===== src/mmps_pkg.sv =====
// constants and types for the multi-motor pump staging block
package mmps_pkg;
// How it works
// staging and its outputs act only while the application mode register holds 3.
// aux motors start in rotating order from the first-aux selection, so selection 2 of three gives slot 2, 3, 0.
// aux motors drop in reverse start order, last started first dropped.
// the count of running aux motors is readable.
// the next aux starts only when frequency is above its start frequency, the start delay is over and the error is below the band.
// an aux stops only when frequency is below its stop frequency, the stop delay is over and the error exceeds the band.
// on an aux start PID is held and the main motor ramps down to that motor's stop frequency over the decel time.
// on an aux stop PID is held and the main motor ramps up to the start frequency over the accel time.
// rotation mode 0 always starts at the selected first aux and never rotates.
// rotation mode 1 flags rotation once the cumulative run time exceeds the rotation time.
// in aux rotation a stop or sleep after the flag advances the first aux selection by one with wrap.
// in main rotation the flag is set by the run time of the drive-connected motor.
// in main rotation the drive feeds the selected motor and the others stage cyclically after it.
// in main rotation a stop in the flag condition moves the drive to the next motor and shifts the order.
// rotation mode 2 selects main rotation sharing the outputs in motor order.
// the aux count accepts 0 to 4 and staging never runs more aux motors than it; lowering it while running only blocks further starts.
// start and stop delay timers restart whenever their condition drops before completion.
    localparam int          MMPS_MOTORS      = 4;
    localparam logic [1:0]  MMPS_ROT_NONE    = 2'h0;
    localparam logic [1:0]  MMPS_ROT_AUX     = 2'h1;
    localparam logic [1:0]  MMPS_ROT_MAIN    = 2'h2;
    localparam logic [3:0]  MMPS_APP_STAGING = 4'h3;
    localparam logic [2:0]  MMPS_AUX_MAX     = 3'h4;
    // register byte addresses
    localparam logic [7:0]  MMPS_A_CTRL      = 8'h00;
    localparam logic [7:0]  MMPS_A_SEL       = 8'h04;
    localparam logic [7:0]  MMPS_A_START_F   = 8'h08;
    localparam logic [7:0]  MMPS_A_STOP_F    = 8'h0c;
    localparam logic [7:0]  MMPS_A_DELAY     = 8'h10;
    localparam logic [7:0]  MMPS_A_RAMP      = 8'h14;
    localparam logic [7:0]  MMPS_A_ROT_TIME  = 8'h18;
    localparam logic [7:0]  MMPS_A_BAND      = 8'h1c;
    localparam logic [7:0]  MMPS_A_STATUS    = 8'h20;
    // reset values, times in tenths of a second, minutes, hundredths of Hz
    localparam logic [7:0]  MMPS_RST_START_F = 8'hc8;
    localparam logic [7:0]  MMPS_RST_STOP_F  = 8'h3c;
    localparam logic [15:0] MMPS_RST_DELAY   = 16'h0258;
    localparam logic [15:0] MMPS_RST_RAMP    = 16'h0014;
    localparam logic [15:0] MMPS_RST_ROT     = 16'h10e0;
    localparam logic [7:0]  MMPS_RST_BAND    = 8'h02;
    localparam int          MMPS_CLK_HZ      = 20000000;
    localparam int          MMPS_TICK_MS     = 100;
    localparam int          MMPS_TICK_CYC    = MMPS_CLK_HZ / 1000 * MMPS_TICK_MS;
    localparam int          MMPS_MIN_TICKS   = 600;
    typedef enum logic [1:0] {MMPS_IDLE, MMPS_RUN, MMPS_RAMP_DN, MMPS_RAMP_UP} mmps_state_t;
endpackage : mmps_pkg


===== src/mmps_tick.sv =====
// periodic strobe divider
`timescale 1ns/1ps
`default_nettype none
module mmps_tick #(
    parameter int PERIOD = 2000000
) (
    input  wire logic pclk,
    input  wire logic presetn,
    output logic      tick
);
    logic [31:0] cnt_q;
    logic [31:0] cnt_d;
    always_comb
    begin
        cnt_d = cnt_q + 32'h1;
        if (cnt_q == 32'(PERIOD - 1))
        begin
            cnt_d = '0;
        end
    end
    always_ff @(posedge pclk or negedge presetn)
    begin
        if (!presetn)
        begin
            cnt_q <= '0;
        end
        else
        begin
            cnt_q <= cnt_d;
        end
    end
    assign tick = (cnt_q == 32'(PERIOD - 1));
endmodule // mmps_tick
`default_nettype wire


===== src/mmps_delay.sv =====
// condition-qualified delay timer counting ticks
`timescale 1ns/1ps
`default_nettype none
module mmps_delay (
    input  wire logic        pclk,
    input  wire logic        presetn,
    input  wire logic        tick,
    input  wire logic        cond,
    input  wire logic        clear,
    input  wire logic [15:0] limit,
    output logic             done
);
    logic [15:0] cnt_q;
    logic [15:0] cnt_d;
    always_comb
    begin
        cnt_d = cnt_q;
        // restart on lost condition
        if (!cond || clear)
        begin
            cnt_d = '0;
        end
        else if (tick && cnt_q < limit)
        begin
            cnt_d = cnt_q + 16'h1;
        end
    end
    always_ff @(posedge pclk or negedge presetn)
    begin
        if (!presetn)
        begin
            cnt_q <= '0;
        end
        else
        begin
            cnt_q <= cnt_d;
        end
    end
    assign done = cond && (cnt_q >= limit);
endmodule // mmps_delay
`default_nettype wire


===== src/mmps_top.sv =====
// pump staging sequencer with apb registers
//
// Added by the designer: the placing of the registers and register access over APB.
`timescale 1ns/1ps
`default_nettype none
module mmps_top
    import mmps_pkg::*;
#(
    parameter int TICK_CYC = mmps_pkg::MMPS_TICK_CYC
) (
    input  wire logic        pclk,
    input  wire logic        presetn,
    input  wire logic        psel,
    input  wire logic        penable,
    input  wire logic        pwrite,
    input  wire logic [7:0]  paddr,
    input  wire logic [31:0] pwdata,
    output logic [31:0]      prdata,
    output logic             pready,
    output logic             pslverr,
    input  wire logic        run_cmd,
    input  wire logic [7:0]  main_freq,
    input  wire logic [7:0]  pid_error,
    output logic [3:0]       motor_aux_on,
    output logic [3:0]       motor_on_drive,
    output logic             pid_hold,
    output logic [7:0]       ramp_target,
    output logic [15:0]      ramp_time,
    output logic [2:0]       running_aux_count,
    output logic             rotation_flag
);
    import mmps_pkg::*;
    logic        run_s1_q, run_s2_q;
    logic [7:0]  freq_s1_q, freq_s2_q, err_s1_q, err_s2_q;
    always_ff @(posedge pclk or negedge presetn)
    begin
        if (!presetn)
        begin
            run_s1_q  <= 1'b0;
            run_s2_q  <= 1'b0;
            freq_s1_q <= '0;
            freq_s2_q <= '0;
            err_s1_q  <= '0;
            err_s2_q  <= '0;
        end
        else
        begin
            run_s1_q  <= run_cmd;
            run_s2_q  <= run_s1_q;
            freq_s1_q <= main_freq;
            freq_s2_q <= freq_s1_q;
            err_s1_q  <= pid_error;
            err_s2_q  <= err_s1_q;
        end
    end

    // configuration registers
    logic [3:0]  app_mode_q, app_mode_d;
    logic [1:0]  rot_mode_q, rot_mode_d;
    logic [2:0]  aux_count_select_q, aux_count_select_d;
    logic [1:0]  first_aux_select_q, first_aux_select_d;
    logic [31:0] aux_start_freq_q, aux_start_freq_d;
    logic [31:0] aux_stop_freq_q, aux_stop_freq_d;
    logic [15:0] aux_start_delay_q, aux_start_delay_d;
    logic [15:0] aux_stop_delay_q, aux_stop_delay_d;
    logic [15:0] staging_accel_time_q, staging_accel_time_d;
    logic [15:0] staging_decel_time_q, staging_decel_time_d;
    logic [15:0] rotation_time_q, rotation_time_d;
    logic [7:0]  pressure_diff_band_q, pressure_diff_band_d;
    logic        wr_en, adv_sel;
    logic [1:0]  sel_next;

    assign wr_en   = psel && penable && pwrite;
    assign pready  = 1'b1;

    function automatic logic [1:0] mmps_wrap(input logic [1:0] v, input logic [1:0] add);
        mmps_wrap = v + add;
    endfunction

    always_comb
    begin
        app_mode_d           = app_mode_q;
        rot_mode_d           = rot_mode_q;
        aux_count_select_d   = aux_count_select_q;
        first_aux_select_d   = first_aux_select_q;
        aux_start_freq_d     = aux_start_freq_q;
        aux_stop_freq_d      = aux_stop_freq_q;
        aux_start_delay_d    = aux_start_delay_q;
        aux_stop_delay_d     = aux_stop_delay_q;
        staging_accel_time_d = staging_accel_time_q;
        staging_decel_time_d = staging_decel_time_q;
        rotation_time_d      = rotation_time_q;
        pressure_diff_band_d = pressure_diff_band_q;
        if (wr_en && paddr == MMPS_A_CTRL)
        begin
            app_mode_d = pwdata[3:0];
            rot_mode_d = (pwdata[5:4] > MMPS_ROT_MAIN) ? MMPS_ROT_NONE : pwdata[5:4];
            // clamp aux count
            aux_count_select_d = (pwdata[10:8] > MMPS_AUX_MAX) ? MMPS_AUX_MAX : pwdata[10:8];
        end
        else if (wr_en && paddr == MMPS_A_SEL)
        begin
            first_aux_select_d = pwdata[1:0];
        end
        else if (wr_en && paddr == MMPS_A_START_F)
        begin
            aux_start_freq_d = pwdata;
        end
        else if (wr_en && paddr == MMPS_A_STOP_F)
        begin
            aux_stop_freq_d = pwdata;
        end
        else if (wr_en && paddr == MMPS_A_DELAY)
        begin
            aux_start_delay_d = pwdata[15:0];
            aux_stop_delay_d  = pwdata[31:16];
        end
        else if (wr_en && paddr == MMPS_A_RAMP)
        begin
            staging_accel_time_d = pwdata[15:0];
            staging_decel_time_d = pwdata[31:16];
        end
        else if (wr_en && paddr == MMPS_A_ROT_TIME)
        begin
            rotation_time_d = pwdata[15:0];
        end
        else if (wr_en && paddr == MMPS_A_BAND)
        begin
            pressure_diff_band_d = pwdata[7:0];
        end
        // advance selection with wrap; hardware wins over a same-cycle write
        if (adv_sel)
        begin
            first_aux_select_d = sel_next;
        end
    end

    always_ff @(posedge pclk or negedge presetn)
    begin
        if (!presetn)
        begin
            app_mode_q           <= '0;
            rot_mode_q           <= MMPS_ROT_NONE;
            aux_count_select_q   <= MMPS_AUX_MAX;
            first_aux_select_q   <= '0;
            aux_start_freq_q     <= {4{MMPS_RST_START_F}};
            aux_stop_freq_q      <= {4{MMPS_RST_STOP_F}};
            aux_start_delay_q    <= MMPS_RST_DELAY;
            aux_stop_delay_q     <= MMPS_RST_DELAY;
            staging_accel_time_q <= MMPS_RST_RAMP;
            staging_decel_time_q <= MMPS_RST_RAMP;
            rotation_time_q      <= MMPS_RST_ROT;
            pressure_diff_band_q <= MMPS_RST_BAND;
        end
        else
        begin
            app_mode_q           <= app_mode_d;
            rot_mode_q           <= rot_mode_d;
            aux_count_select_q   <= aux_count_select_d;
            first_aux_select_q   <= first_aux_select_d;
            aux_start_freq_q     <= aux_start_freq_d;
            aux_stop_freq_q      <= aux_stop_freq_d;
            aux_start_delay_q    <= aux_start_delay_d;
            aux_stop_delay_q     <= aux_stop_delay_d;
            staging_accel_time_q <= staging_accel_time_d;
            staging_decel_time_q <= staging_decel_time_d;
            rotation_time_q      <= rotation_time_d;
            pressure_diff_band_q <= pressure_diff_band_d;
        end
    end

    // staging state
    mmps_state_t state_q, state_d;
    logic [2:0]  cnt_q, cnt_d;
    logic [15:0] run_min_q, run_min_d;
    logic [9:0]  min_tick_q, min_tick_d;
    logic        rot_q, rot_d;
    logic        enabled, tick, stage_up, stage_dn, start_ok, stop_ok;
    logic [1:0]  base, up_slot, dn_slot;
    logic [7:0]  up_start_f, up_stop_f, dn_stop_f;
    logic [2:0]  max_aux;

    mmps_tick #(.PERIOD(TICK_CYC)) u_tick (
        .pclk    (pclk),
        .presetn (presetn),
        .tick    (tick)
    );

    // active only in staging application mode
    assign enabled = (app_mode_q == MMPS_APP_STAGING) && run_s2_q;
    // main rotation: aux slots begin after the drive motor
    assign base    = (rot_mode_q == MMPS_ROT_MAIN) ? mmps_wrap(first_aux_select_q, 2'h1)
                                                   : first_aux_select_q;
    // main rotation uses one motor for the drive, so an aux count of 4 is cut to 3
    assign max_aux = (rot_mode_q == MMPS_ROT_MAIN && aux_count_select_q == MMPS_AUX_MAX)
                     ? (MMPS_AUX_MAX - 3'h1) : aux_count_select_q;
    // next started slot in cyclic order from the base
    assign up_slot = mmps_wrap(base, cnt_q[1:0]);
    // last started slot drops first
    assign dn_slot = mmps_wrap(base, cnt_q[1:0] - 2'h1);
    assign up_start_f = aux_start_freq_q[8*up_slot +: 8];
    assign up_stop_f  = aux_stop_freq_q[8*up_slot +: 8];
    assign dn_stop_f  = aux_stop_freq_q[8*dn_slot +: 8];

    // start conditions
    assign start_ok = enabled && state_q == MMPS_RUN && cnt_q < max_aux
                      && freq_s2_q > up_start_f && err_s2_q < pressure_diff_band_q;
    // stop conditions
    assign stop_ok  = enabled && state_q == MMPS_RUN && cnt_q != 3'h0
                      && freq_s2_q < dn_stop_f && err_s2_q > pressure_diff_band_q;

    mmps_delay u_start_dly (
        .pclk    (pclk),
        .presetn (presetn),
        .tick    (tick),
        .cond    (start_ok),
        .clear   (1'b0),
        .limit   (aux_start_delay_q),
        .done    (stage_up)
    );
    mmps_delay u_stop_dly (
        .pclk    (pclk),
        .presetn (presetn),
        .tick    (tick),
        .cond    (stop_ok),
        .clear   (1'b0),
        .limit   (aux_stop_delay_q),
        .done    (stage_dn)
    );

    logic [15:0] ramp_cnt_q, ramp_cnt_d;
    logic [7:0]  ramp_target_q, ramp_target_d;
    logic [15:0] ramp_time_q, ramp_time_d;

    always_comb
    begin
        state_d       = state_q;
        cnt_d         = cnt_q;
        ramp_cnt_d    = ramp_cnt_q;
        ramp_target_d = ramp_target_q;
        ramp_time_d   = ramp_time_q;
        case (state_q)
            MMPS_IDLE:
            begin
                cnt_d = '0;
                if (enabled)
                begin
                    state_d = MMPS_RUN;
                end
            end
            MMPS_RUN:
            begin
                if (!enabled)
                begin
                    state_d = MMPS_IDLE;
                end
                // ramp down to the new motor's stop frequency
                else if (stage_up)
                begin
                    cnt_d         = cnt_q + 3'h1;
                    ramp_target_d = up_stop_f;
                    ramp_time_d   = staging_decel_time_q;
                    ramp_cnt_d    = '0;
                    state_d       = MMPS_RAMP_DN;
                end
                // ramp up to the dropped motor's start frequency
                else if (stage_dn)
                begin
                    cnt_d         = cnt_q - 3'h1;
                    ramp_target_d = aux_start_freq_q[8*dn_slot +: 8];
                    ramp_time_d   = staging_accel_time_q;
                    ramp_cnt_d    = '0;
                    state_d       = MMPS_RAMP_UP;
                end
            end
            default:
            begin
                if (!enabled)
                begin
                    state_d = MMPS_IDLE;
                end
                else if (tick)
                begin
                    ramp_cnt_d = ramp_cnt_q + 16'h1;
                    if (ramp_cnt_q >= ramp_time_q)
                    begin
                        state_d = MMPS_RUN;
                    end
                end
            end
        endcase
    end

    always_ff @(posedge pclk or negedge presetn)
    begin
        if (!presetn)
        begin
            state_q       <= MMPS_IDLE;
            cnt_q         <= '0;
            ramp_cnt_q    <= '0;
            ramp_target_q <= '0;
            ramp_time_q   <= '0;
        end
        else
        begin
            state_q       <= state_d;
            cnt_q         <= cnt_d;
            ramp_cnt_q    <= ramp_cnt_d;
            ramp_target_q <= ramp_target_d;
            ramp_time_q   <= ramp_time_d;
        end
    end

    // run-time accounting in minutes
    always_comb
    begin
        min_tick_d = min_tick_q;
        run_min_d  = run_min_q;
        rot_d      = rot_q;
        adv_sel    = 1'b0;
        sel_next   = mmps_wrap(first_aux_select_q, 2'h1);
        if (enabled && tick)
        begin
            min_tick_d = min_tick_q + 10'h1;
            if (min_tick_q == 10'(MMPS_MIN_TICKS - 1))
            begin
                min_tick_d = '0;
                run_min_d  = run_min_q + 16'h1;
            end
        end
        // flag once run time exceeds rotation time
        if (rot_mode_q != MMPS_ROT_NONE && run_min_q > rotation_time_q)
        begin
            rot_d = 1'b1;
        end
        // mode 0 never rotates
        if (rot_mode_q == MMPS_ROT_NONE)
        begin
            rot_d = 1'b0;
        end
        // stop after flag shifts the order
        if (state_q != MMPS_IDLE && state_d == MMPS_IDLE && rot_q)
        begin
            adv_sel    = 1'b1;
            rot_d      = 1'b0;
            run_min_d  = '0;
            min_tick_d = '0;
        end
    end

    always_ff @(posedge pclk or negedge presetn)
    begin
        if (!presetn)
        begin
            min_tick_q <= '0;
            run_min_q  <= '0;
            rot_q      <= 1'b0;
        end
        else
        begin
            min_tick_q <= min_tick_d;
            run_min_q  <= run_min_d;
            rot_q      <= rot_d;
        end
    end

    // outputs
    logic [3:0] aux_on_d, aux_on_q, drive_d, drive_q;
    always_comb
    begin
        aux_on_d = '0;
        drive_d  = '0;
        for (int i = 0; i < MMPS_MOTORS; i++)
        begin
            if (3'(i) < cnt_q)
            begin
                aux_on_d[mmps_wrap(base, 2'(i))] = 1'b1;
            end
        end
        // main rotation puts drive on a motor output
        if (enabled && rot_mode_q == MMPS_ROT_MAIN)
        begin
            drive_d[first_aux_select_q] = 1'b1;
        end
    end
    always_ff @(posedge pclk or negedge presetn)
    begin
        if (!presetn)
        begin
            aux_on_q <= '0;
            drive_q  <= '0;
        end
        else
        begin
            aux_on_q <= aux_on_d;
            drive_q  <= drive_d;
        end
    end
    assign motor_aux_on      = aux_on_q;
    assign motor_on_drive    = drive_q;
    assign pid_hold          = (state_q == MMPS_RAMP_DN) || (state_q == MMPS_RAMP_UP);
    assign ramp_target       = ramp_target_q;
    assign ramp_time         = ramp_time_q;
    // running count
    assign running_aux_count = cnt_q;
    assign rotation_flag     = rot_q;

    // read mux, unmapped reads zero
    always_comb
    begin
        prdata  = '0;
        pslverr = 1'b0;
        if (paddr == MMPS_A_CTRL)
        begin
            prdata = {21'h0, aux_count_select_q, 2'h0, rot_mode_q, app_mode_q};
        end
        else if (paddr == MMPS_A_SEL)
        begin
            prdata = {30'h0, first_aux_select_q};
        end
        else if (paddr == MMPS_A_START_F)
        begin
            prdata = aux_start_freq_q;
        end
        else if (paddr == MMPS_A_STOP_F)
        begin
            prdata = aux_stop_freq_q;
        end
        else if (paddr == MMPS_A_DELAY)
        begin
            prdata = {aux_stop_delay_q, aux_start_delay_q};
        end
        else if (paddr == MMPS_A_RAMP)
        begin
            prdata = {staging_decel_time_q, staging_accel_time_q};
        end
        else if (paddr == MMPS_A_ROT_TIME)
        begin
            prdata = {16'h0, rotation_time_q};
        end
        else if (paddr == MMPS_A_BAND)
        begin
            prdata = {24'h0, pressure_diff_band_q};
        end
        else if (paddr == MMPS_A_STATUS)
        begin
            prdata = {run_min_q, 6'h0, state_q, 3'h0, rot_q, 1'b0, cnt_q};
        end
    end

    chk_count_bound: assert property (@(posedge pclk) disable iff (!presetn)
        cnt_q <= aux_count_select_q) else $error("aux count above limit");
    chk_idle_when_off: assert property (@(posedge pclk) disable iff (!presetn)
        !enabled |=> cnt_q == 3'h0 || state_q == MMPS_IDLE) else $error("staging while off");
    chk_start_cond: assert property (@(posedge pclk) disable iff (!presetn)
        (state_q == MMPS_RUN && state_d == MMPS_RAMP_DN) |-> freq_s2_q > up_start_f
        && err_s2_q < pressure_diff_band_q) else $error("start without conditions");
    chk_stop_cond: assert property (@(posedge pclk) disable iff (!presetn)
        (state_q == MMPS_RUN && state_d == MMPS_RAMP_UP) |-> freq_s2_q < dn_stop_f
        && err_s2_q > pressure_diff_band_q) else $error("stop without conditions");
    chk_up_count: assert property (@(posedge pclk) disable iff (!presetn)
        $rose(state_q == MMPS_RAMP_DN) |-> cnt_q == $past(cnt_q) + 3'h1) else $error("bad add");
    chk_dn_count: assert property (@(posedge pclk) disable iff (!presetn)
        $rose(state_q == MMPS_RAMP_UP) |-> cnt_q == $past(cnt_q) - 3'h1) else $error("bad drop");
    chk_decel_ramp: assert property (@(posedge pclk) disable iff (!presetn)
        $rose(state_q == MMPS_RAMP_DN) |-> pid_hold && ramp_time == staging_decel_time_q)
        else $error("decel ramp wrong");
    chk_accel_ramp: assert property (@(posedge pclk) disable iff (!presetn)
        $rose(state_q == MMPS_RAMP_UP) |-> pid_hold && ramp_time == staging_accel_time_q)
        else $error("accel ramp wrong");
    chk_no_rotate: assert property (@(posedge pclk) disable iff (!presetn)
        rot_mode_q == MMPS_ROT_NONE |=> !rot_q) else $error("rotation in mode 0");
    chk_sel_advance: assert property (@(posedge pclk) disable iff (!presetn)
        adv_sel |=> first_aux_select_q == $past(sel_next)) else $error("no advance");
    chk_count_out: assert property (@(posedge pclk) disable iff (!presetn)
        ##1 $countones(motor_aux_on) == 32'($past(cnt_q))) else $error("outputs vs count");
endmodule // mmps_top
`default_nettype wire


===== config.mk =====
export PLATFORM = sky130hd
export DESIGN_NAME = mmps_top
export DESIGN_NICKNAME = d
export VERILOG_FILES = /design/src/mmps_pkg.sv /design/src/mmps_tick.sv /design/src/mmps_delay.sv /design/src/mmps_top.sv
export SDC_FILE = /design/constraint.sdc
export NUM_CORES = 1
export LEC_CHECK = 0
export ABC_CLOCK_PERIOD_IN_PS = 14400
export BUFFER_PORTS_ARGS = -buffer_cell sky130_fd_sc_hd__clkbuf_2
export CAP_MARGIN = 15
export CORE_UTILIZATION = 40
export CTS_BUF_LIST = sky130_fd_sc_hd__clkbuf_8
export CTS_CLUSTER_DIAMETER = 60
export CTS_CLUSTER_SIZE = 8
export DETAILED_ROUTE_END_ITERATION = 10
export GPL_TIMING_DRIVEN = 0
export MAX_ROUTING_LAYER = met4
export SYNTH_ARGS = -nofsm -noshare
export SYNTH_HDL_FRONTEND = slang
export SYNTH_SLANG_ARGS = --single-unit

===== constraint.sdc =====
create_clock -name pclk -period 14.4 [get_ports pclk]
set_clock_uncertainty 0.15 [all_clocks]
set_input_delay 1.44 -clock pclk [delete_from_list [all_inputs] [get_ports pclk]]
set_output_delay 1.44 -clock pclk [all_outputs]
set_load 0.005 [all_outputs]

Word-level counts from Yosys, hierarchy flattened
Index checks and enable logic that the tools add are counted.
Storage, ports and cells
  register bits after elaboration: 341
  input bits: 62
  output and inout bits: 71
  logic and storage cells: 236
Cells by class
  $add $sub $neg: 15
  magnitude comparators: 27
  equality and inequality tests: 21
  shifts and indexed selects: 4
  mux-type cells: 68
  bitwise logic cells: 11
  reductions and logical operators: 59
Operator list (number)
  $mux W32: 10
  $mux W16: 14
  $shiftx A32 B6 Y8: 4
  $add A16 B1 Y16 const B: 4
  $ge A16 B16 Y1: 3
  $logic_and A1 B1 Y1: 33
  $add A32 B1 Y32 const B: 1
  $eq A32 B21 Y1 const B: 1
  $eq A8 B5 Y1 const B: 4
  $lt A16 B16 Y1: 2
  $pmux W16 S2: 1
  $mux W10: 3
  $mux W2: 12
  $mux W4: 5
  $eq A8 B4 Y1 const B: 2
  $gt A16 B16 Y1: 1
  $gt A8 B8 Y1: 2
  $lt A8 B8 Y1: 2
  $mux W8: 2
  $reduce_bool A2 Y1: 8
  $lt A2 B3 Y1 const B: 5
  $mux W3: 5
  $or A4 B4 Y4: 3
  $add A10 B1 Y10 const B: 1
  37 further kinds: 77

Logic depth before layout (Yosys ltp)
Gate-level depths: netlist of run 1.
  word-level depth: 18
  depth in mapped cells: 20

Cells and area by module
From an unflattened synthesis of run 1, not the netlist that was laid out.
Second synthesis, totals
  cells, all modules: 1760
  area total of the unflattened synthesis: 18931.9 um^2
By module, submodules not included
  mmps_top: instances 1, cells each 1316, area an instance 14777.9 um^2
  mmps_delay: instances 2, cells each 149, area an instance 1285.0 um^2
  mmps_tick: instances 1, cells each 146, area an instance 1584.0 um^2

Worst setup path before layout of run 1
Ideal clock, no wire load.
  path type: register -> register
  start: reg rot_mode_q[0]
  end: reg cnt_q[1], in the netlist running_aux_count[1]
  data arrival time: 4855 ps
  data required time: 14116 ps
  setup slack: 9261 ps
  cell stages (with the launch flop): 19
  period minus slack after synthesis: 5139 ps
  cells stage by stage: dfrtp_1 -> and2b_1 -> buf_4 -> xnor2_1 -> ha_1 -> clkbuf_1 -> clkbuf_1 -> clkbuf_1 -> mux4_2 -> ha_1 -> nand4_1 -> nor2_1 -> a2111oi_0 -> nand4_1 -> or2_2 -> clkbuf_1 -> clkbuf_1 -> o2111ai_1 -> o211ai_1
Between the ends
  word-level cells in the longest chain between the ends: 11
Ends and longest elaborated chain
  start: declaration: line mmps_top.sv:59  | logic [1:0] rot_mode_q, rot_mode_d;
  start signal: assignment: line mmps_top.sv:158  | rot_mode_q <= rot_mode_d;
  $eq A2 B2 Y1 *: line mmps_top.sv:192, mmps_top.sv:195
  $mux W2 / $logic_and A1 B1 Y1 (equally long branches): line mmps_top.sv:192, mmps_top.sv:195
  $add A2 B2 Y2 / $mux W3 (equally long branches): line mmps_top.sv:77, mmps_top.sv:196
  $shiftx A32 B6 Y8 / $lt A3 B3 Y1 (equally long branches): line mmps_top.sv:201, mmps_top.sv:206
  $gt A8 B8 Y1 / $logic_and A1 B1 Y1 (equally long branches): line mmps_top.sv:207, mmps_top.sv:206
  $logic_and A1 B1 Y1 (2 in series): line mmps_top.sv:207  | && freq_s2_q > up_start_f && err_s2_q < pressure_diff_band_q;
  $logic_and A1 B1 Y1: line mmps_delay.sv:39  | assign done = cond && (cnt_q >= limit);
  $mux W3: line mmps_top.sv:258  | else if (stage_up)
  $mux W3: line mmps_top.sv:253  | if (!enabled)
  $pmux W3 S2: line mmps_top.sv:242  | case (state_q)
  end signal: assignment: line mmps_top.sv:307  | cnt_q <= cnt_d;
  end: declaration: line mmps_top.sv:174  | logic [2:0] cnt_q, cnt_d;
Every way passes the cells marked *; elsewhere a longest branch is shown, timed or not. The select of a mux whose other input is x is not followed.
A chain may end at the register's enable or synchronous reset.

Worst setup path after layout of run 1
  start: reg rot_mode_q[1]
  end: reg ramp_target_q[3], in the netlist ramp_target[3]
Between the ends
  word-level cells in the longest chain between the ends: 10
Ends and longest elaborated chain
  $eq A2 B2 Y1 *: line mmps_top.sv:192, mmps_top.sv:195
  $mux W2 / $logic_and A1 B1 Y1 (equally long branches): line mmps_top.sv:192, mmps_top.sv:195
  $add A2 B2 Y2 / $mux W3 (equally long branches): line mmps_top.sv:77, mmps_top.sv:196
  $shiftx A32 B6 Y8, or another cell as far along: line mmps_top.sv:201  | assign up_start_f = aux_start_freq_q[8*up_slot +: 8];
  $gt A8 B8 Y1, or another cell as far along: line mmps_top.sv:207
  $logic_and A1 B1 Y1, on equally long branches (2 in series): line mmps_top.sv:207, mmps_top.sv:210
  $logic_and A1 B1 Y1: line mmps_delay.sv:39
  $reduce_bool A2 Y1 (no source line)
  $reduce_and A3 Y1 (no source line)
  end signal: assignment: line mmps_top.sv:309  | ramp_target_q <= ramp_target_d;
  end: declaration: line mmps_top.sv:232  | logic [7:0] ramp_target_q, ramp_target_d;
Marked as above.

==> reports/results.ini, run 1 <==
[status]
status = complete, but fails checks
violations = max-slew violations

[yosys]
synth_most_common_cell = dfrtp_1
synth_ff_type = dfrtp_1
syn_area_per_cell_um2 = 10.69
synthArstFlopShare = 1.000
yosys.area_share.simple = 0.1260
syn_inst = 1730
muxShareOfSynthArea = 0.1437
ys_warn_count = 0
syn_area_um2 = 18500
synth-edff-count = 0
yosys.area.top_type_share = 0.3991
yosys-top-cells-count = dfrtp_1 (295), nor2_1 (154), mux2_2 (142), inv_1 (107), nand2_1 (107)
synth.top_cells.by_area = dfrtp_1 (40%), mux2_2 (8.6%), ha_1 (7.0%)
synth_fa_ha_area_frac = 0.07035
synth_compound_area_frac = 0.1155
synth_nets = 1896
synth_cell_types = 67
synth_top_cell_by_area = dfrtp_1
synth_top_family_by_area = multiplexers
ys_ff_latch = 341
synthXorXnorAreaFrac = 0.03978
seq_area_frac_synth = 0.4645

[route]
ant_nets = 0
first_iter_violations = 1336
vias = 14573
finalWirelength_mm = 61.83
drc = 0
vias_per_cell = 5.693
wl_per_cell_um = 24.15
firstDrtPassIters = 5

[grt]
grt_pass1_wl_mm = 91.98
grt_pass1_vias = 14351
grt_usage = 0.2735
grt_overflow = 0
antenna_found_initial = 3
grt_max_degree = 99

[floorplan]
die_w_um = 217.0
die_h_um = 217.0
boundaryPins = 133
core_region_area_um2 = 45480
row_count = 78
initial_core_util = 0.4067
die-area_um2 = 47100

[clock_tree]
htreeDepth = 2
path_clk_slew_ns = 0.07
cts_tree = built
holdBufCountCts = 0
root_buffer = clkbuf_8
post_cts_buffers = 0
clk_latency_ns = 0.67
numCtsBuffers = 50
post_cts_resized = 0
clock-sinks = 341
clock_path_buffers = 3

[placement]
hpwl_mm = 47.67
place.gp.congestion = 1.012
portBuffers = 130

[run]
cap_violations = 0

[layout]
drive_gt1_frac = 0.2266
fin_nets = 2083
largestRegisters = aux_start_freq_q (32), aux_stop_freq_q (32), u_tick.cnt_q (32)
area_growth_pct = 12.99

[pwr]
power.leakage_nw = 9.984
ir_worst_vdd_v = 0.00005635
power_w = 0.001813
p_per_area_nw_per_um2 = 86.77

[sta]
setup_viol = 0
worstMarginPinSlew_ns = 1.521
period_share = 0.4786
finalSetupTns_ns = 0
drv_slew = 2
hold_viol_final = 0
relSlewSlack = -0.01414
maxClockFrequency_ghz = 0.1451
min_period_ns = 6.891
rsz0062_at_grt = false

[setup_path]
worstPathCellList = and2b_1 -> buf_4 -> xnor2_1 -> ha_1 -> clkbuf_1 -> clkbuf_1 -> clkbuf_1 -> mux4_2 -> ha_1 -> nand2b_1 -> a21oi_1 -> a2111oi_0 -> o21ai_0 -> nand4_1 -> or2_2 -> clkbuf_1 -> clkbuf_1 -> nor2_1 -> a21oi_1
critPathMaxStageDelay_ns = 0.78
worst_setup_path_start_kind = register
cp_max_fo = 10
critPathTopFamily = buffers and inverters
critical_path_class = register to register
critPathBufInv = 6
end_kind = register
critPathMostFrequentCell = clkbuf_1
crit_slowest_cell = clkbuf_1
required_ns = 14.71
worst_ep_arrival_time_ns = 7.20

[hold_path]
hp-class = register to register

[metal layers]
metal | routed length (um) | up-vias | GRT usage
met5 | 0 | - | -
met4 | 2615 | 0 | 0.1094
met3 | 4797 | 133 | 0.05660
met2 | 28490 | 578 | 0.4191
met1 | 25920 | 7281 | 0.3537
li1 | - | 6581 | -
[worst paths after layout]
| kind | cells past startpoint | endpoint | startpoint | slack, ns |
|---|---|---|---|---|
| worst max-delay path | 19 | ramp_target[3]$_DFFE_PN0P_ | rot_mode_q[1]$_DFFE_PN0P_ | 7.51 |
| worst min-delay path | 0 | err_s2_q[3]$_DFF_PN0_ | err_s1_q[3]$_DFF_PN0_ | 0.16 |
| worst max register to register | 19 | ramp_target[3]$_DFFE_PN0P_ | rot_mode_q[1]$_DFFE_PN0P_ | 7.51 |
| worst min register to register | 0 | err_s2_q[3]$_DFF_PN0_ | err_s1_q[3]$_DFF_PN0_ | 0.16 |
| max in group asynchronous | 2 | aux_start_freq_q[31]$_DFFE_PN1P_ | presetn | 12.37 |
| min in group asynchronous | 1 | u_tick.cnt_q[15]$_DFF_PN0_ | presetn | 0.73 |
[metrics by stage]
step | instances | worst slack (ns) | util | area, um2 | hold slack [ns]
after floorplan | 1730 | 9.261 | - | 18500 | 0.1812
after global placement | 2460 | 4.228 | 0.4375 | 19900 | 0.1865
after detailed placement | 2464 | 7.615 | 0.4398 | 20000 | 0.1865
after CTS | 2558 | 7.553 | 0.4593 | 20890 | 0.1701
after global routing | 2560 | 7.035 | 0.4596 | 20900 | 0.1710
final | 2560 | 7.509 | 0.4596 | 20900 | 0.1601
[where the power goes]
part,switching [W],internal [W]
clock network,0.000403,0.000331
logic,0.0000649,0.0000307
registers,0.0000119,0.000972
total,0.000480,0.00133
[cells by family (layout without fill, tap and decap cells)]
| group | Yosys count | in the layout |
|---|---|---|
| simple gates | 479 | 479 |
| buf+inv | 186 | 415 |
| fa+ha+maj | 104 | 104 |
| flops | 341 | 341 |
| xor+xnor | 84 | 84 |
| other cells | 2 | 3 |
| compound gates | 325 | 325 |
| mux | 209 | 209 |
[layout by cell type, fill, tap and decap left out, drive strengths merged, types with 11 or more instances in the layout]
master	netlist	final
dfrtp	295	295
xnor2	24	24
a21oi	99	99
buf	25	30
a211oi	22	22
and2	11	11
nand2	107	107
a21o	27	27
nand4	33	33
mux2i	36	36
o211ai	11	11
nand2b	16	16
mux4	31	31
dfstp	46	46
mux2	142	142
xor2	60	60
nor2	154	154
ha	104	104
nand3	48	48
and3	44	44
nor3	17	17
clkbuf	53	234
o21ai	78	78
inv	108	147
a22o	16	16
[layout make-up]
cell class              count  area, um2
flip-flops and latches    341       8591
diodes                      1      2.502
fillers                  4396      24580
inverters                 108      405.4
clock inverters            43      185.2
repair buffers            135      757.0
plain buffers              78      331.6
well taps                 600      750.7
clock buffers              51      701.9
multi-input cells        1203       9175
(Power assumes the default switching activity.)
==> run 2: changes to the inputs <==
--- a/config.mk
+++ b/config.mk
@@ -5,7 +5,7 @@
 export SDC_FILE = /design/constraint.sdc
 export NUM_CORES = 1
 export LEC_CHECK = 0
-export ABC_CLOCK_PERIOD_IN_PS = 14400
+export ABC_CLOCK_PERIOD_IN_PS = 5510
 export BUFFER_PORTS_ARGS = -buffer_cell sky130_fd_sc_hd__clkbuf_2
 export CAP_MARGIN = 15
 export CORE_UTILIZATION = 40
==> constraint.sdc (replaced) <==
create_clock -name pclk -period 5.51 [get_ports pclk]
set_clock_uncertainty 0.15 [all_clocks]
set_input_delay 0.551 -clock pclk [delete_from_list [all_inputs] [get_ports pclk]]
set_output_delay 0.551 -clock pclk [all_outputs]
set_load 0.005 [all_outputs]
==> run 2 against run 1 <==
  * The run still ends with max-slew violations left
  * Highest routed layer unchanged
  * Total power rose to 2.6 times the previous value
  * Non-clock buffer count increased by 23
  * Via count grew 0.77%
  * Cell count is 0.94% higher
==> reports/results.ini, run 2 (synthesis results as in run 1) <==
[route]
ant_nets = 0  ; unchanged
vias_per_cell = 5.683  ; -0.17%
vias = 14685  ; +0.77%
drc = 0  ; unchanged
first_iter_violations = 1407  ; +5.3%
wl_per_cell_um = 24.00  ; -0.63%
finalWirelength_mm = 62.02  ; +0.30%
firstDrtPassIters = 5  ; unchanged

[clock_tree]
numCtsBuffers = 50  ; unchanged
cts_tree = built
root_buffer = clkbuf_8
htreeDepth = 2  ; unchanged
path_clk_slew_ns = 0.07  ; about the same
clock_path_buffers = 3  ; unchanged
clk_latency_ns = 0.67  ; about the same
clock-sinks = 341  ; unchanged

[pwr]
switching_share = 0.2650  ; +0.0003269
p_per_area_nw_per_um2 = 224.2  ; +160%
ir_worst_vdd_v = 0.0001471  ; +160%
power_w = 0.004755  ; +160%
power_frac_seq = 0.541  ; -0.002
power_frac_comb = 0.055  ; +0.002
power.leakage_nw = 10.13  ; +1.5%
p_int_w = 0.003495  ; +160%
switchingPower_w = 0.001260  ; +160%
p_clk_frac = 0.404  ; about the same

[grt]
grt_usage = 0.2744  ; +0.0009512
grt_pass1_wl_mm = 92.36  ; +0.42%
grt_overflow = 0  ; unchanged
grt_max_degree = 99  ; unchanged
antenna_found_initial = 3  ; unchanged
grt_pass1_vias = 14461  ; +0.77%

[floorplan]
die_h_um = 217.0  ; unchanged
boundaryPins = 133  ; unchanged
die_w_um = 217.0  ; unchanged
die-area_um2 = 47100  ; unchanged
core_region_area_um2 = 45480  ; unchanged
initial_core_util = 0.4067  ; unchanged
row_count = 78  ; unchanged

[run]
cap_violations = 0  ; unchanged

[placement]
pre_cts_ws_ns = -1.275  ; -8.890 ns
place_inst = 2464  ; unchanged
hpwl_mm = 47.67  ; unchanged
place.gp.congestion = 1.012  ; unchanged
portBuffers = 130  ; unchanged

[setup_path]
cp_max_fo = 10  ; unchanged
worst_ep_arrival_time_ns = 5.56  ; -1.64 ns
critical_path_class = register to register
r2r_setup_slack_ns = 0.28  ; -7.23 ns
end_kind = register
worst_setup_path_start_kind = register
required_ns = 5.84  ; -8.87 ns

[layout]
area_growth_pct = 14.67
drive_gt1_frac = 0.2331  ; +0.006452
largestRegisters = aux_start_freq_q (32), aux_stop_freq_q (32), u_tick.cnt_q (32)
final_util = 0.4664  ; +0.006823
final.fill_count = 4384  ; -0.27%
final_common_cell = dfrtp_1
final_cells = 2584  ; +0.94%
fin_nets = 2106  ; +1.1%
most-common-layout-cells = dfrtp_1 (294), nor2_1 (154), inv_1 (145)

[sta]
hold_viol_final = 0  ; unchanged
setup_viol = 0  ; unchanged
maxClockFrequency_ghz = 0.1912  ; +32%
relSlewSlack = -0.05415  ; -0.04001
worstMarginPinSlew_ns = 1.581  ; +0.06002 ns
rsz0062_at_grt = false
drv_slew = 2  ; unchanged
worst_slack_ns = 0.2788  ; -7.230 ns
min_period_ns = 5.231  ; -1.660 ns
hold_ws_ns = 0.03557  ; -0.1245 ns
period_share = 0.9494  ; +0.4708

[status]
status = complete, but fails checks
violations = max-slew violations

[hold_path]
hp-class = input port to register

-- run 2: cell count changes in the layout (fill, tap and decap cells not counted), moves of 3 or more --
cell,change
o21ai_1,+3
dlygate4sd3_1,+19
clkbuf_4,+3
o21ai_0,-3
buf_4,+6
clkbuf_1,-10
clkbuf_2,+3
-- run 2: critical path, stage by stage, from the launching register on --
cell,delay (ns)
dfrtp_1,0.47
and2b_1,0.19
buf_4,0.16
xnor2_2,0.17
ha_2,0.50
buf_2,0.40
mux4_2,0.60
inv_1,0.09
ha_1,0.24
nand3_1,0.20
a21oi_1,0.10
a2111oi_1,0.37
o21ai_1,0.23
nand4_1,0.18
or2_2,0.13
clkbuf_1,0.31
clkbuf_2,0.41
a21oi_1,0.12
-- run 2: repair_timing --
action                                  in CTS  in global routing
pin swaps                                    2                  0
endpoints found under the setup margin      77                 68
hold buffers                                19                  0
setup buffers                                4                  4
endpoints found under the hold margin      115                  0
gates resized for setup                     15                 10
-- run 2: area by class of cell --
type                    instances  area, um2  share of cell area
multi-input cells            1203       9206              0.4340
plain buffers                  75      339.1             0.01599
repair buffers                161       1025             0.04831
diodes                          2      5.005           0.0002360
clock buffers                  51      701.9             0.03309
clock inverters                43      185.2            0.008731
well taps                     600      750.7             0.03539
inverters                     108      405.4             0.01911
flip-flops and latches        341       8592              0.4051
-- run 2: power by group through the flow --
stage | clock network [W] | logic, W | registers, W
after global placement | 0 | 0.000236 | 0.00262
final | 0.00192 | 0.000263 | 0.00257
after global routing | 0.00206 | 0.000288 | 0.00257
after detailed placement | 0 | 0.000249 | 0.00262
after CTS | 0.00196 | 0.000261 | 0.00257
after floorplan | 0 | 0.0000978 | 0.00260
-- run 2: stage by stage --
stage,instance area (um2),setup TNS [ns]
floorplan,18500,0
global placement,19900,-1236.14
detailed placement,20000,-75.55
CTS,21160,-0.01265
global route,21210,0
finish,21210,0
-- run 2: routing by layer --
metal / part of all wire / wire length [um] / global-route usage / up-vias
li1: - / - / - / 6625
met1: 0.42 / 26070 / 0.3532 / 7352
met2: 0.46 / 28510 / 0.4208 / 565
met3: 0.077 / 4789 / 0.05856 / 143
met4: 0.043 / 2638 / 0.1108 / 0
met5: 0 / 0 / - / -
-- run 2: final timing paths --
| path | endpoint | startpoint | depth (start not counted) |
|---|---|---|---|
| max | ramp_target[3]$_DFFE_PN0P_ | rot_mode_q[1]$_DFFE_PN0P_ | 17 |
| min | staging_decel_time_q[7]$_DFFE_PN0P_ | pwdata[23] | 2 |
| max reg2reg | ramp_target[3]$_DFFE_PN0P_ | rot_mode_q[1]$_DFFE_PN0P_ | 17 |
| min reg2reg | err_s2_q[3]$_DFF_PN0_ | err_s1_q[3]$_DFF_PN0_ | 0 |
| max in group asynchronous | aux_start_freq_q[23]$_DFFE_PN1P_ | presetn | 3 |
| min in group asynchronous | u_tick.cnt_q[15]$_DFF_PN0_ | presetn | 2 |
==> run 3: changes to the inputs <==
--- a/config.mk
+++ b/config.mk
@@ -15,6 +15,7 @@
 export DETAILED_ROUTE_END_ITERATION = 10
 export GPL_TIMING_DRIVEN = 0
 export MAX_ROUTING_LAYER = met4
+export REMOVE_ABC_BUFFERS = 1
 export SYNTH_ARGS = -nofsm -noshare
 export SYNTH_HDL_FRONTEND = slang
 export SYNTH_SLANG_ARGS = --single-unit
==> run 3 against run 2 <==
  * The flow now finishes without violations
  * Combinational power fell by 3%
  * Sequential share of layout area is 0.21 points lower
  * Register-to-register slack got worse by 0.07 ns
  * Clock power fell by 3%
  * Sequential power hardly changed
  * Non-clock buffer count is 46 lower
  * Fmax fell by 1.4%
  * Die area unchanged
  * Setup slack worse by 0.074 ns
  * Global-route usage down 2.3 points
  * Final area increased by 0.51%
  * Routed wire length decreased by 7.7%
  * Highest routed layer unchanged
==> reports/results.ini, run 3 (synthesis results as in run 1) <==
[setup_path]
worst_ep_arrival_time_ns = 5.66  ; +0.10 ns
cp_max_fo = 19  ; +9
critical_path_class = register to register
crit_slowest_cell = a2111oi_1
worst_setup_path_start_kind = register
worstPathCellList = and2b_1 -> xnor2_2 -> ha_4 -> buf_12 -> mux4_2 -> inv_1 -> ha_1 -> nand3_1 -> nor2_1 -> a2111oi_1 -> nand4_1 -> buf_4 -> o22ai_2 -> nor2_1
r2r_cells = 14  ; -3
end_kind = register
critPathMaxStageDelay_ns = 0.91  ; +0.31 ns
required_ns = 5.86  ; +0.02 ns
critPathMostFrequentCell = nor2_1

[clock_tree]
htreeDepth = 2  ; unchanged
root_buffer = clkbuf_8
path_clk_slew_ns = 0.07  ; about the same
clk_latency_ns = 0.66  ; about the same
clock-sinks = 341  ; unchanged
cts_tree = built
clock_path_buffers = 3  ; unchanged
numCtsBuffers = 49  ; -2.0%

[sta]
setup_viol = 0  ; unchanged
drv_slew = 0  ; -2
hold_viol_final = 0  ; unchanged
min_period_ns = 5.306  ; +0.07447 ns
period_share = 0.9629  ; +0.01352
relSlewSlack = 0.1423  ; +0.1964
rsz0062_at_grt = true
maxClockFrequency_ghz = 0.1885  ; -1.4%
worstMarginPinSlew_ns = 1.287  ; -0.2947 ns

[grt]
grt_pass1_vias = 14224  ; -1.6%
grt_usage = 0.2515  ; -0.02290
grt_overflow = 0  ; unchanged
antenna_found_initial = 2  ; -1
grt_pass1_wl_mm = 86.84  ; -6.0%
grt_max_degree = 96  ; -3.0%

[layout]
most-common-layout-cells = dfrtp_1 (295), nor2_1 (153), inv_1 (142), mux2_2 (142), clkbuf_2 (128)
fin_nets = 2061  ; -2.1%
final.fill_count = 4316  ; -1.6%
final_util = 0.4687  ; +0.002366
largestRegisters = aux_start_freq_q (32), aux_stop_freq_q (32), u_tick.cnt_q (32)
final_cell_area_um2 = 21320  ; +0.51%
final_common_cell = dfrtp_1
drive_gt1_frac = 0.2422  ; +0.009138
area_growth_pct = 15.25

[floorplan]
initial_core_util = 0.4067  ; unchanged
row_count = 78  ; unchanged
boundaryPins = 133  ; unchanged
core_region_area_um2 = 45480  ; unchanged
die_w_um = 217.0  ; unchanged
die_h_um = 217.0  ; unchanged
die-area_um2 = 47100  ; unchanged

[route]
wl_per_cell_um = 22.59  ; -5.9%
finalWirelength_mm = 57.22  ; -7.7%
drc = 0  ; unchanged
first_iter_violations = 1260  ; -10%
ant_nets = 0  ; unchanged
firstDrtPassIters = 5  ; unchanged
vias = 14415  ; -1.8%
vias_per_cell = 5.691  ; +0.14%

[placement]
place.gp.congestion = 0.9078  ; -10%
dpl-instance-area_um2 = 20100  ; +0.47%
hpwl_mm = 41.32  ; -13%
portBuffers = 130  ; unchanged

[pwr]
power_w = 0.004694  ; -1.3%
p_per_area_nw_per_um2 = 220.2  ; -1.8%
ir_worst_vdd_v = 0.0001336  ; -9.2%
power.leakage_nw = 10.15  ; +0.14%

[status]
status = completed

[hold_path]
hp-class = input port to register
hold_depth = 2  ; unchanged

[run]
cap_violations = 0  ; unchanged

[run 3: final timing paths]
| kind | slack (ns) | startpoint | endpoint |
|---|---|---|---|
| worst max-delay path | 0.20 | rot_mode_q[0]$_DFFE_PN0P_ | ramp_cnt_q[2]$_DFFE_PN0P_ |
| worst min-delay path | 0.04 | pwdata[21] | aux_start_freq_q[21]$_DFFE_PN0P_ |
| worst max register to register | 0.20 | rot_mode_q[0]$_DFFE_PN0P_ | ramp_cnt_q[2]$_DFFE_PN0P_ |
| worst min register to register | 0.19 | freq_s1_q[6]$_DFF_PN0_ | freq_s2_q[6]$_DFF_PN0_ |
| max in group asynchronous | 3.52 | presetn | aux_start_freq_q[30]$_DFFE_PN1P_ |
| min in group asynchronous | 0.38 | presetn | motor_on_drive[0]$_DFF_PN0_ |
[run 3: critical path: cells and delay by family (launching register included)]
| kind | cells | cell delay [ns] |
|---|---|---|
| AOI/OAI and AO/OA | 2 | 1.32 |
| xor gates and xnor gates | 1 | 0.20 |
| adders and majority gates | 2 | 0.78 |
| buffers and inverters | 3 | 0.58 |
| DFF | 1 | 0.49 |
| muxes | 1 | 0.55 |
| and+or+nand+nor | 5 | 1.03 |
[run 3: through the flow]
step            TNS, ns  std cells  worst slack (ns)  hold slack (ns)
2_1_floorplan    -1.247       1652           -0.1806           0.1054
3_3_place_gp   -1506.78       2382            -3.857           0.1841
3_5_place_dp     -16.80       2408           -0.7251           0.1855
4_1_cts               0       2529            0.1589         0.003614
5_1_grt        -0.07410       2533          -0.07410          0.03428
6_report              0       2533            0.2043          0.04122
[run 3: what timing repair did]
| action | in CTS | in global routing |
|---|---|---|
| setup buffers | 6 | 2 |
| endpoints found under the hold margin | 108 | 0 |
| cloned | 1 | 1 |
| endpoints found under the setup margin | 64 | 10 |
| hold buffers | 26 | 0 |
| pin swaps | 2 | 1 |
| resized for setup | 7 | 1 |
[run 3: layout make-up]
class	count	area, um2	area share
clock inverters	38	160.2	0.007513
flip-flops and latches	341	8591	0.4030
well taps	600	750.7	0.03522
repair buffers	190	1451	0.06808
diodes	1	2.502	0.0001174
inverters	108	405.4	0.01902
multi-input cells	1205	9269	0.4348
clock buffers	50	688.2	0.03228
[run 3: layer usage]
layer  track usage  routed length (um)  up-vias
met5             -                   0        -
met4        0.1031                2189        0
met2        0.3930               26850      440
li1              -                   -     6538
met1        0.3281               25000     7331
met3       0.03648                3175      106
[run 3: report_power, final]
group          total (W)  internal, W  leakage (nW)  switching (W)
combinational   0.000256    0.0000951          5.15       0.000161
sequential       0.00257      0.00254          4.44      0.0000247
clock            0.00187     0.000844         0.561        0.00103
